===== src/common/dxmr_pkg.sv =====
// Overview of operation
// - command strobes low, BA1 low, BA0 high loads A0..A12 into register one
// - command strobes low, BA1 high, BA0 low loads A0..A12 into register two
// - register one: DLL, half drive, termination, additive latency, calibration, strobe disable
// - DLL switches off in self refresh and back on at its exit
// - register two bit A7 selects faster self refresh above 85 degrees
// - partial array self refresh loses unselected data once self refresh entered
// - A9..A7 code: 000 exit, 001 drive high, 010 drive low, 100 adjust, 111 default
// - drive high: DQ and strobe high, complement low; drive low the opposite
// - adjust code, first bit time first, steps pull-up and pull-down settings
// - each setting has 16 steps, saturates, and applies to all DQ alike
// - burst length lives in base mode register bits A2..A0
// - termination A6,A2: 01 gives 75, 10 gives 150, 11 gives 50 ohms
package dxmr_pkg;

  localparam int          ADDR_W       = 13;
  localparam int          DQ_W         = 16;
  localparam int          STEP_W       = 4;
  localparam logic [1:0]  BANK_BASE    = 2'h0;
  localparam logic [1:0]  BANK_ONE     = 2'h1;
  localparam logic [1:0]  BANK_TWO     = 2'h2;
  localparam logic [1:0]  BANK_THREE   = 2'h3;
  localparam int          DLL_OFF_BIT  = 0;
  localparam int          HALF_BIT     = 1;
  localparam int          RTT_LO_BIT   = 2;
  localparam int          AL_LSB       = 3;
  localparam int          RTT_HI_BIT   = 6;
  localparam int          OCD_LSB      = 7;
  localparam int          STRB_DIS_BIT = 10;
  localparam int          FAST_SR_BIT  = 7;
  localparam int          BL_LSB       = 0;
  localparam logic [2:0]  OCD_EXIT_C   = 3'h0;
  localparam logic [2:0]  OCD_DRV1_C   = 3'h1;
  localparam logic [2:0]  OCD_DRV0_C   = 3'h2;
  localparam logic [2:0]  OCD_ADJ_C    = 3'h4;
  localparam logic [2:0]  OCD_DEF_C    = 3'h7;
  localparam logic [12:0] REG_RESET    = 13'h0000;
  localparam logic [3:0]  STEP_DEFAULT = 4'h8;
  localparam logic [3:0]  STEP_MAX     = 4'hf;
  localparam logic [3:0]  STEP_MIN     = 4'h0;
  localparam logic [1:0]  BEAT_LAST    = 2'h3;

  typedef enum logic [2:0] {OCD_EXIT, OCD_DRIVE_HIGH, OCD_DRIVE_LOW, OCD_ADJUST,
                            OCD_DEFAULT} dxmr_ocd_type;
  typedef enum logic [1:0] {RTT_OFF, RTT_75, RTT_150, RTT_50} dxmr_rtt_type;
  typedef enum logic [0:0] {CAP_IDLE, CAP_BEATS} dxmr_cap_type;

  typedef struct packed {
    logic            cke;
    logic            cs_n;
    logic            ras_n;
    logic            cas_n;
    logic            we_n;
    logic [1:0]      ba;
    logic [12:0]     addr;
  } dxmr_cmd_type;

  typedef struct packed {
    logic [15:0]     dq;
    logic            dq_oe_n;
    logic [1:0]      dqs;
    logic [1:0]      dqs_n;
    logic            dqs_oe_n;
  } dxmr_drive_type;

  typedef struct packed {
    logic            up_inc;
    logic            up_dec;
    logic            dn_inc;
    logic            dn_dec;
  } dxmr_step_type;

endpackage


===== src/logic/dxmr_core.sv =====
module dxmr_core
  import dxmr_pkg::*;
(
  input  wire logic           clk_in,
  input  wire logic           rstn_in,
  input  wire dxmr_cmd_type   cmd_in,
  input  wire logic [15:0]    dq_in,
  output logic [12:0]         ext_one_out,
  output logic [12:0]         ext_two_out,
  output logic [12:0]         ext_three_out,
  output logic [2:0]          burst_length_out,
  output logic                dll_active_out,
  output logic                half_strength_out,
  output dxmr_rtt_type        rtt_out,
  output logic [2:0]          additive_latency_out,
  output logic                strobe_compl_disable_out,
  output logic                fast_refresh_out,
  output logic [2:0]          partial_array_self_refresh_out,
  output logic                retention_lost_out,
  output logic                self_refresh_out,
  output dxmr_ocd_type        ocd_mode_out,
  output logic [3:0]          pull_up_out,
  output logic [3:0]          pull_down_out,
  output dxmr_drive_type      drive_out
);

  ////////////////////////////////////////////////////////////////////////////
  // state
  typedef struct packed {
    logic [12:0]     base_mode;
    logic [12:0]     ext_one;
    logic [12:0]     ext_two;
    logic [12:0]     ext_three;
    logic            cke_prev;
    logic            self_ref;
    logic            lost;
    logic            dll_on;
    dxmr_rtt_type    rtt;
    dxmr_ocd_type    ocd;
    dxmr_cap_type    cap;
    logic [1:0]      beat;
    logic [3:0]      code;
    logic [3:0]      pull_up;
    logic [3:0]      pull_down;
    dxmr_drive_type  drv;
  } dxmr_state_type;

  dxmr_state_type st_r;
  dxmr_state_type st_nxt;

  ////////////////////////////////////////////////////////////////////////////
  // helpers
  function automatic logic [3:0] sat_step(input logic [3:0] v, input logic inc,
                                          input logic dec);
    logic [3:0] r;
    r = v;
    if (inc && v != STEP_MAX) begin
      r = v + 4'h1;
    end else if (dec && v != STEP_MIN) begin
      r = v - 4'h1;
    end
    return r;
  endfunction

  function automatic dxmr_step_type adj_decode(input logic [3:0] c);
    dxmr_step_type s;
    s = '0;
    case (c)
      4'h1: s.up_inc = 1'b1;
      4'h2: s.up_dec = 1'b1;
      4'h4: s.dn_inc = 1'b1;
      4'h8: s.dn_dec = 1'b1;
      4'h5: begin
        s.up_inc = 1'b1;
        s.dn_inc = 1'b1;
      end
      4'h6: begin
        s.up_dec = 1'b1;
        s.dn_inc = 1'b1;
      end
      4'h9: begin
        s.up_inc = 1'b1;
        s.dn_dec = 1'b1;
      end
      4'ha: begin
        s.up_dec = 1'b1;
        s.dn_dec = 1'b1;
      end
      default: s = '0;
    endcase
    return s;
  endfunction

  function automatic dxmr_rtt_type rtt_decode(input logic hi, input logic lo);
    dxmr_rtt_type r;
    case ({hi, lo})
      2'h1:    r = RTT_75;
      2'h2:    r = RTT_150;
      2'h3:    r = RTT_50;
      default: r = RTT_OFF;
    endcase
    return r;
  endfunction

  function automatic dxmr_drive_type drive_for(input dxmr_ocd_type m);
    dxmr_drive_type d;
    d.dq       = '0;
    d.dq_oe_n  = 1'b1;
    d.dqs      = '0;
    d.dqs_n    = '0;
    d.dqs_oe_n = 1'b1;
    if (m == OCD_DRIVE_HIGH) begin
      d.dq       = '1;
      d.dqs      = '1;
      d.dqs_n    = '0;
      d.dq_oe_n  = 1'b0;
      d.dqs_oe_n = 1'b0;
    end else if (m == OCD_DRIVE_LOW) begin
      d.dq       = '0;
      d.dqs      = '0;
      d.dqs_n    = '1;
      d.dq_oe_n  = 1'b0;
      d.dqs_oe_n = 1'b0;
    end
    return d;
  endfunction

  ////////////////////////////////////////////////////////////////////////////
  // command decode
  logic          mrs_cmd;
  logic          wr_one;
  logic          wr_two;
  logic          wr_three;
  logic          wr_base;
  logic          sr_entry;
  logic          wr_data;
  logic [2:0]    ocd_code;

  assign mrs_cmd  = cmd_in.cke && !cmd_in.cs_n && !cmd_in.ras_n && !cmd_in.cas_n
                    && !cmd_in.we_n;
  assign wr_base  = mrs_cmd && cmd_in.ba == BANK_BASE;
  assign wr_one   = mrs_cmd && cmd_in.ba == BANK_ONE;
  assign wr_two   = mrs_cmd && cmd_in.ba == BANK_TWO;
  assign wr_three = mrs_cmd && cmd_in.ba == BANK_THREE;
  assign sr_entry = st_r.cke_prev && !cmd_in.cke && !cmd_in.cs_n && !cmd_in.ras_n
                    && !cmd_in.cas_n && cmd_in.we_n;
  assign wr_data  = cmd_in.cke && !cmd_in.cs_n && cmd_in.ras_n && !cmd_in.cas_n
                    && !cmd_in.we_n;
  assign ocd_code = cmd_in.addr[OCD_LSB +: 3];

  ////////////////////////////////////////////////////////////////////////////
  // next state
  always_comb begin
    dxmr_step_type sd;
    sd = '0;
    st_nxt = st_r;
    st_nxt.cke_prev = cmd_in.cke;
    if (wr_base) begin
      st_nxt.base_mode = cmd_in.addr;
    end
    if (wr_one) begin
      st_nxt.ext_one = cmd_in.addr;
      st_nxt.rtt = rtt_decode(cmd_in.addr[RTT_HI_BIT], cmd_in.addr[RTT_LO_BIT]);
      case (ocd_code)
        OCD_EXIT_C: st_nxt.ocd = OCD_EXIT;
        OCD_DRV1_C: st_nxt.ocd = OCD_DRIVE_HIGH;
        OCD_DRV0_C: st_nxt.ocd = OCD_DRIVE_LOW;
        OCD_ADJ_C:  st_nxt.ocd = OCD_ADJUST;
        OCD_DEF_C: begin
          st_nxt.ocd       = OCD_DEFAULT;
          st_nxt.pull_up   = STEP_DEFAULT;
          st_nxt.pull_down = STEP_DEFAULT;
        end
        default:    st_nxt.ocd = st_r.ocd;
      endcase
      st_nxt.cap = CAP_IDLE;
    end
    if (wr_two) begin
      st_nxt.ext_two = cmd_in.addr;
    end
    if (wr_three) begin
      st_nxt.ext_three = cmd_in.addr;
    end
    if (sr_entry) begin
      st_nxt.self_ref = 1'b1;
      if (st_r.ext_two[2:0] != 3'h0) begin
        st_nxt.lost = 1'b1;
      end
    end else if (st_r.self_ref && cmd_in.cke) begin
      st_nxt.self_ref = 1'b0;
    end
    st_nxt.dll_on = !st_nxt.ext_one[DLL_OFF_BIT] && !st_nxt.self_ref;
    case (st_r.cap)
      CAP_IDLE: begin
        if (st_r.ocd == OCD_ADJUST && wr_data && !wr_one) begin
          st_nxt.cap  = CAP_BEATS;
          st_nxt.beat = 2'h0;
        end
      end
      CAP_BEATS: begin
        if (!wr_one) begin
          st_nxt.code = {st_r.code[2:0], dq_in[0]};
          st_nxt.beat = st_r.beat + 2'h1;
          if (st_r.beat == BEAT_LAST) begin
            sd = adj_decode({st_r.code[2:0], dq_in[0]});
            st_nxt.pull_up   = sat_step(st_r.pull_up, sd.up_inc, sd.up_dec);
            st_nxt.pull_down = sat_step(st_r.pull_down, sd.dn_inc, sd.dn_dec);
            st_nxt.cap = CAP_IDLE;
          end
        end
      end
      default: st_nxt.cap = CAP_IDLE;
    endcase
    st_nxt.drv = drive_for(st_nxt.ocd);
  end

  always_ff @(posedge clk_in) begin
    if (!rstn_in) begin
      st_r.base_mode <= REG_RESET;
      st_r.ext_one   <= REG_RESET;
      st_r.ext_two   <= REG_RESET;
      st_r.ext_three <= REG_RESET;
      st_r.cke_prev  <= 1'b0;
      st_r.self_ref  <= 1'b0;
      st_r.lost      <= 1'b0;
      st_r.dll_on    <= 1'b0;
      st_r.rtt       <= RTT_OFF;
      st_r.ocd       <= OCD_EXIT;
      st_r.cap       <= CAP_IDLE;
      st_r.beat      <= 2'h0;
      st_r.code      <= 4'h0;
      st_r.pull_up   <= STEP_DEFAULT;
      st_r.pull_down <= STEP_DEFAULT;
      st_r.drv       <= drive_for(OCD_EXIT);
    end else begin
      st_r <= st_nxt;
    end
  end

  ////////////////////////////////////////////////////////////////////////////
  // outputs
  assign ext_one_out                    = st_r.ext_one;
  assign ext_two_out                    = st_r.ext_two;
  assign ext_three_out                  = st_r.ext_three;
  assign burst_length_out               = st_r.base_mode[BL_LSB +: 3];
  assign dll_active_out                 = st_r.dll_on;
  assign half_strength_out              = st_r.ext_one[HALF_BIT];
  assign rtt_out                        = st_r.rtt;
  assign additive_latency_out           = st_r.ext_one[AL_LSB +: 3];
  assign strobe_compl_disable_out       = st_r.ext_one[STRB_DIS_BIT];
  assign fast_refresh_out               = st_r.ext_two[FAST_SR_BIT];
  assign partial_array_self_refresh_out = st_r.ext_two[2:0];
  assign retention_lost_out             = st_r.lost;
  assign self_refresh_out               = st_r.self_ref;
  assign ocd_mode_out                   = st_r.ocd;
  assign pull_up_out                    = st_r.pull_up;
  assign pull_down_out                  = st_r.pull_down;
  assign drive_out                      = st_r.drv;
endmodule


===== config.mk =====
export PLATFORM = sky130hd
export DESIGN_NAME = dxmr_core
export DESIGN_NICKNAME = d
export VERILOG_FILES = /design/src/common/dxmr_pkg.sv /design/src/logic/dxmr_core.sv
export SDC_FILE = /design/constraint.sdc
export NUM_CORES = 1
export LEC_CHECK = 0
export BUFFER_PORTS_ARGS = -buffer_cell sky130_fd_sc_hd__buf_2
export CAP_MARGIN = 15
export CORE_MARGIN = 4
export CORE_UTILIZATION = 40
export DETAILED_ROUTE_END_ITERATION = 16
export MAX_ROUTING_LAYER = met4
export PLACE_DENSITY_LB_ADDON = 0.1
export RECOVER_POWER = 25
export SLEW_MARGIN = 30
export SYNTH_ARGS = -nofsm -noshare
export SYNTH_HDL_FRONTEND = slang
export SYNTH_SLANG_ARGS = --single-unit

===== constraint.sdc =====
create_clock -name clk_in -period 2.4 [get_ports clk_in]
set_input_delay 0.24 -clock clk_in [delete_from_list [all_inputs] [get_ports clk_in]]
set_output_delay 0.24 -clock clk_in [all_outputs]
set_load 0.01 [all_outputs]

==> qor.csv, run 1 <==
stage,metric,value,unit
outcome,status,finished clean,
timing,setup TNS,0,ps
timing,fmax,534,MHz
pwr,Leakage,1.78,nW
setup_path,critical path startpoint category,register,
setup_path,Buf/Inv on CP,0,
place,DP Area,3560,um^2
logic_synthesis,sequential element share of the synthesized area,0.387,
setup_path,Worst Path Required,2610,ps
grt,global-route wire length before repair,12000,um
routing,Total Wirelength,7750,um
clock_network,clock-pin slew on the worst setup and hold paths,90,ps
logic_synthesis,post-synthesis instance area,3520,um^2
routing,DR vias/cell,4.86,
setup_path,CP top delay family,flip-flops,
cells_and_area,# nets final,482,
logic_synthesis,largest cells by area after synthesis,"dfxtp_1, buf_4, mux2i_1",
clock_network,TritonCTS clock tree,built,
floorplan,Ports,127,
routing,Pre-antenna DRT Iters,4,
floorplan,row count,33,
hold_path,hold crit path type,in -> reg,
setup_path,"Critical Path, Cell by Cell",nand4_1 > nand2_1 > ha_1 > a21o_1 > a21oi_1 > xor2_1 > a32oi_1,
clock_network,cts hold-fix bufs,0,
routing,DRT antenna net count,0,
grt,initial antenna violation count,0,
logic_synthesis,post-synthesis cell type count,46,
timing,fin crit share,0.780,
cells_and_area,diode count,0,
timing,Fin. Hold Viols,0,
clock_network,post-cts resize count,0,
floorplan,die width,102,um
clock_network,postcts setup bufs,0,
timing,RSZ-0062 raised after global routing,no,
setup_path,CP peak stage delay,500,ps
clock_network,H-tree Lvls,3,
cells_and_area,"commonest non-fill, non-tap cells in the layout","buf_2, dfxtp_1, nor2_1",
grt,All-Layer GR Usage,0.154,
logic_synthesis,Yosys reg bits,68,
floorplan,Starting Density,0.420,
timing,Final min period,1870,ps
setup_path,crit path kind,reg -> reg,
clock_network,Clock Latency Late Sink,340,ps
clock_network,Inserted Clock Buffers,9,
cells_and_area,"Area growth, synth to finish",5.79,%
clock_network,clk sinks,68,
routing,vias post-DR,2659,
place,IO buf count,111,
floorplan,die height,102,um
logic_synthesis,Post-Syn Instances,407,
logic_synthesis,Yosys top cell by area,dfxtp_1,
cells_and_area,final instance area,3720,um^2
timing,final setup violation count,0,
timing,Fin Hold WS,151,ps
place,Detailed Place HPWL,5770,um
floorplan,Die Footprint,10400,um^2
timing,Tightest Pin Transition,874,ps
setup_path,FF-to-FF setup slack,530,ps
cells_and_area,share of post-route cells with drive strength above 1,0.229,
grt,total gr overflow,0,
logic_synthesis,share of the synthesized area in the top cell type,0.387,
logic_synthesis,Ys Warns,0,
pwr,power density cells,595,nW/um^2
setup_path,"Max FO, Critical Path",8,
pwr,peak supply drop,0.232,mV
run,Max-cap violations,0,
grt,vias in the first global route,2367,
cells_and_area,"most common cell after layout, fill and taps aside",buf_2,
floorplan,core area,8380,um^2
setup_path,"Slowest-stage cell, CP",dfxtp_1,
routing,Post-route DRC,0,
logic_synthesis,Mean Syn Cell Area,8.65,um^2
timing,relative slew slack,0.416,
setup_path,CP Capture Type,register,
setup_path,WP data arrival,2090,ps
timing,Setup Skew,7.69,ps
clock_network,clock buffer depth,2,
grt,largest net degree at the start of global routing,28,
logic_synthesis,Post-Syn Nets,452,
clock_network,Root Driver,clkbuf_8,
routing,wire length per cell,14.2,um
timing,fin. max-slew vios,0,
routing,Iteration-0 DRC Markers,116,
place,routability cong.,0.801,
==> through the flow <==
stage	std cells	setup slack (ps)	total power, mW	utilization
finish	547	527	2.22	0.444
global route	547	355	2.32	0.444
CTS	547	513	2.26	0.450
detailed placement	531	336	1.26	0.425
floorplan	407	708	1.22	-
global placement	531	332	1.26	0.425
==> flip-flops by register name, summed over array words and instances, names as in the netlist <==
name / cells
burst_length_out: 3
rtt_out: 2
drive_out: 3
retention_lost_out: 1
dll_active_out: 1
ext_three_out: 13
pull_up_out: 4
ext_one_out: 13
pull_down_out: 4
ocd_mode_out: 3
self_refresh_out: 1
st_r: 7
ext_two_out: 13
==> routing by layer <==
metal | vias to the layer above | wire (um) | global-route usage
met5 | - | 0 | -
met4 | 0 | 114 | 0.0665
met3 | 11 | 480 | 0.0289
met2 | 70 | 3570 | 0.226
met1 | 1221 | 3590 | 0.205
li1 | 1357 | - | -
==> cells in the mapped netlist, drive strengths merged <==
cell	number
o2111ai	1
nor2	47
and3	3
a21o	3
and4	1
nor4bb	1
ha	5
nor4b	1
a2bb2oi	1
buf	90
nor2b	3
xnor2	1
o21ai	5
nor3	1
a32oi	3
o2bb2ai	1
a21oi	29
a31oi	2
nand2	45
a31o	1
o2111a	1
or3	2
fa	2
xor2	3
or4	1
o21bai	1
mux2i	30
mux2	3
or2	1
clkbuf	8
inv	4
nand3	15
nand3b	1
nor3b	1
and2	8
dfxtp	68
and4b	1
o41ai	1
nand4	8
o211ai	4
==> worst paths after layout <==
check	cells after the start	start	end
setup / recovery	7	pull_up_out[0]$_SDFFE_PN0P_	pull_up_out[3]$_SDFFE_PN1P_
hold / removal	3	cmd_in[12]	ext_one_out[12]$_SDFFE_PN0P_
setup reg to reg	7	pull_up_out[0]$_SDFFE_PN0P_	pull_up_out[3]$_SDFFE_PN1P_
hold reg to reg	2	ext_one_out[9]$_SDFFE_PN0P_	ext_one_out[9]$_SDFFE_PN0P_
==> power by group <==
group	internal (mW)	total, mW	switching (mW)
Combinational	0.0347	0.101	0.0660
Clock	0.498	0.980	0.482
Sequential	1.13	1.13	0.00252
Total	1.66	2.22	0.551
==> layout make-up <==
type	instances	area (um^2)
clock buffer	9	124
clock inverter	7	82.6
inverter	4	15.0
fill	879	4660
sequential	68	1360
tap	105	131
multi-input combinational	237	1460
timing repair buffer	117	554
==> worst min-delay path, stage by stage <==
cell     delay, ps
buf_2          120
nand2_1         50
a21oi_1         50
==> cells by family after synthesis <==
logic type | synth area share
AO/OA/AOI/OAI | 0.0931
flip-flops | 0.387
multiplexers | 0.0949
adder cells (fa/ha/maj) | 0.0292
XOR/XNOR | 0.00996
AND/OR/NAND/NOR | 0.186
buffers and inverters | 0.200
(Power assumes the default switching activity.)
==> run 2: changes to the inputs <==
clock period = 1.9 ns   (was 2.4 ns; I/O delays follow)
==> run 2 against run 1 <==
Flip-flop and latch count stayed put. Final cell count grew 1.8%. First-iteration DRC count fell by 34%. Critical path depth rose by 1. Global-route usage rose by 0.52 points. Register-to-register slack got worse by 380 ps. Critical endpoint unchanged.
==> qor.csv, run 2 (synthesis results as in run 1) <==
stage,metric,value,unit,change
outcome,status,finished clean,,
clock_network,Root Driver,clkbuf_8,,
grt,largest net degree at the start of global routing,27,,-3.6%
floorplan,Ports,127,,unchanged
pwr,Clk pwr share,0.427,,-0.015
setup_path,"Critical Path, Cell by Cell",nor2b_2 > and2_1 > nand2_1 > ha_1 > a21o_1 > a21oi_1 > xor2_1 > a32oi_1,,
setup_path,crit path kind,reg -> reg,,
clock_network,Inserted Clock Buffers,9,,unchanged
place,DP Area,3660,um^2,+2.8%
grt,vias in the first global route,2516,,+6.3%
floorplan,row count,33,,unchanged
setup_path,CP peak stage delay,340,ps,-160 ps
timing,Final min period,1750,ps,-122 ps
timing,RSZ-0062 raised after global routing,no,,
routing,wire length per cell,14.3,um,+0.93%
place,Detailed Place HPWL,5960,um,+3.3%
cells_and_area,Layout fillers,876,,-0.34%
pwr,Gate power share,0.049,,+0.004
hold_path,hold path startpoint,cmd_in[12],,
place,IO buf count,111,,unchanged
cells_and_area,"most common cell after layout, fill and taps aside",buf_2,,
cells_and_area,area of the multi-input gates,1460,um^2,+0.60%
floorplan,Starting Density,0.420,,unchanged
clock_network,cts hold-fix bufs,0,,unchanged
pwr,sequential group share of total power,0.524,,+0.012
setup_path,"Max FO, Critical Path",5,,-3
routing,Post-route DRC,0,,unchanged
setup_path,CP top delay family,compound AO/OA/AOI/OAI gates,,
pwr,switch share,0.238,,-0.0105
cells_and_area,diode count,0,,unchanged
pwr,Net Sw Power,0.652,mW,+18%
clock_network,clock-pin slew on the worst setup and hold paths,80,ps,about the same
timing,fin. max-slew vios,0,,unchanged
timing,relative slew slack,0.389,,-0.0277
cells_and_area,final instance area,3820,um^2,+2.6%
timing,final setup violation count,0,,unchanged
setup_path,CP Capture Type,register,,
cells_and_area,"commonest non-fill, non-tap cells in the layout","buf_2, dfxtp_1, nor2_1",,
pwr,peak supply drop,0.364,mV,+57%
setup_path,crit path from,st_r[30]$_SDFFE_PN0P_,,
grt,total gr overflow,0,,unchanged
routing,Total Wirelength,7970,um,+2.8%
timing,fin crit share,0.921,,+0.141
cells_and_area,FF/Latch Area,1360,um^2,+0.18%
pwr,power density cells,717,nW/um^2,+20%
timing,Fin. Hold Viols,0,,unchanged
cells_and_area,share of post-route cells with drive strength above 1,0.257,,+0.0281
routing,DR vias/cell,4.86,,about the same
routing,vias post-DR,2706,,+1.8%
pwr,Power Internal,2.09,mW,+25%
place,Inst Count DP,541,,+1.9%
floorplan,die height,102,um,unchanged
cells_and_area,# nets final,492,,+2.1%
clock_network,TritonCTS clock tree,built,,
pwr,Leakage,1.83,nW,+3.1%
grt,All-Layer GR Usage,0.159,,+0.00523
routing,Iteration-0 DRC Markers,76,,-34%
timing,Tightest Pin Transition,916,ps,+41.5 ps
setup_path,reg2reg start,st_r[30]$_SDFFE_PN0P_,,
timing,setup TNS,0,ps,unchanged
place,routability cong.,0.804,,+0.36%
hold_path,hold crit path type,in -> reg,,
setup_path,"Slowest-stage cell, CP",dfxtp_2,,
clock_network,Clock Latency Late Sink,340,ps,about the same
floorplan,core area,8380,um^2,unchanged
setup_path,Worst Path Required,2110,ps,-500 ps
setup_path,critical path startpoint category,register,,
grt,global-route wire length before repair,12400,um,+3.2%
routing,Pre-antenna DRT Iters,4,,unchanged
setup_path,Buf/Inv on CP,0,,unchanged
run,Max-cap violations,0,,unchanged
cells_and_area,"Area growth, synth to finish",8.57,%,
timing,Setup Skew,4.12,ps,-3.57 ps
clock_network,clock buffer depth,2,,unchanged
clock_network,H-tree Lvls,3,,unchanged
floorplan,Die Footprint,10400,um^2,unchanged
setup_path,WP data arrival,1960,ps,-130 ps
timing,fmax,571,MHz,+7.0%
routing,DRT antenna net count,0,,unchanged
clock_network,clk sinks,68,,unchanged
timing,Fin Hold WS,100,ps,-50.2 ps
cells_and_area,Finished Layout Cells,557,,+1.8%
grt,initial antenna violation count,0,,unchanged
floorplan,die width,102,um,unchanged
-- run 2: power by group through the flow --
stage	Sequential, mW	Clock (mW)	Combinational (mW)
finish	1.43	1.17	0.135
global route	1.43	1.28	0.150
CTS	1.43	1.20	0.137
detailed placement	1.47	0	0.137
global placement	1.47	0	0.135
floorplan	1.47	0	0.0721
-- run 2: metal layers --
metal  global-route usage  part of all wire  vias to the layer above  wire [um]
met5                    -                 0                        -          0
met4               0.0675             0.020                        0        159
met3               0.0296             0.049                       12        390
met2                0.240              0.46                       65       3640
met1                0.208              0.47                     1253       3770
li1                     -                 -                     1376          -
-- run 2: worst paths after layout --
path	to	slack (ps)	cells past startpoint
setup reg to reg	pull_up_out[3]$_SDFFE_PN1P_	150	8
hold reg to reg	ext_one_out[7]$_SDFFE_PN0P_	460	2
hold / removal	ext_one_out[12]$_SDFFE_PN0P_	100	3
setup / recovery	pull_up_out[3]$_SDFFE_PN1P_	150	8
-- run 2: stage by stage --
step / power [mW] / util / worst slack (ps)
2_1_floorplan: 1.54 / - / 208
3_3_place_gp: 1.60 / 0.437 / 114
3_5_place_dp: 1.60 / 0.437 / 71.4
4_1_cts: 2.77 / 0.460 / 58.2
5_1_grt: 2.86 / 0.456 / 1.49
6_report: 2.74 / 0.456 / 150
-- run 2: repair_timing --
action                     CTS  global route
gates resized for setup      0             5
buffers inserted             0             0
setup endpoints to repair    0             4
-- run 2: tightest hold or removal path, delay by kind of cell --
family                 cells  cell delay, ps
and+or+nand+nor            1              50
buffers and inverters      1             110
AOI/OAI and AO/OA          1              50
-- run 2: layout make-up --
type	count	share of cell area
Clock inverter	6	0.0167
Timing Repair Buffer	127	0.172
Sequential cell	68	0.357
Multi-Input combinational cell	237	0.383
Clock buffer	10	0.0334
Tap cell	105	0.0344
Inverter	4	0.00393
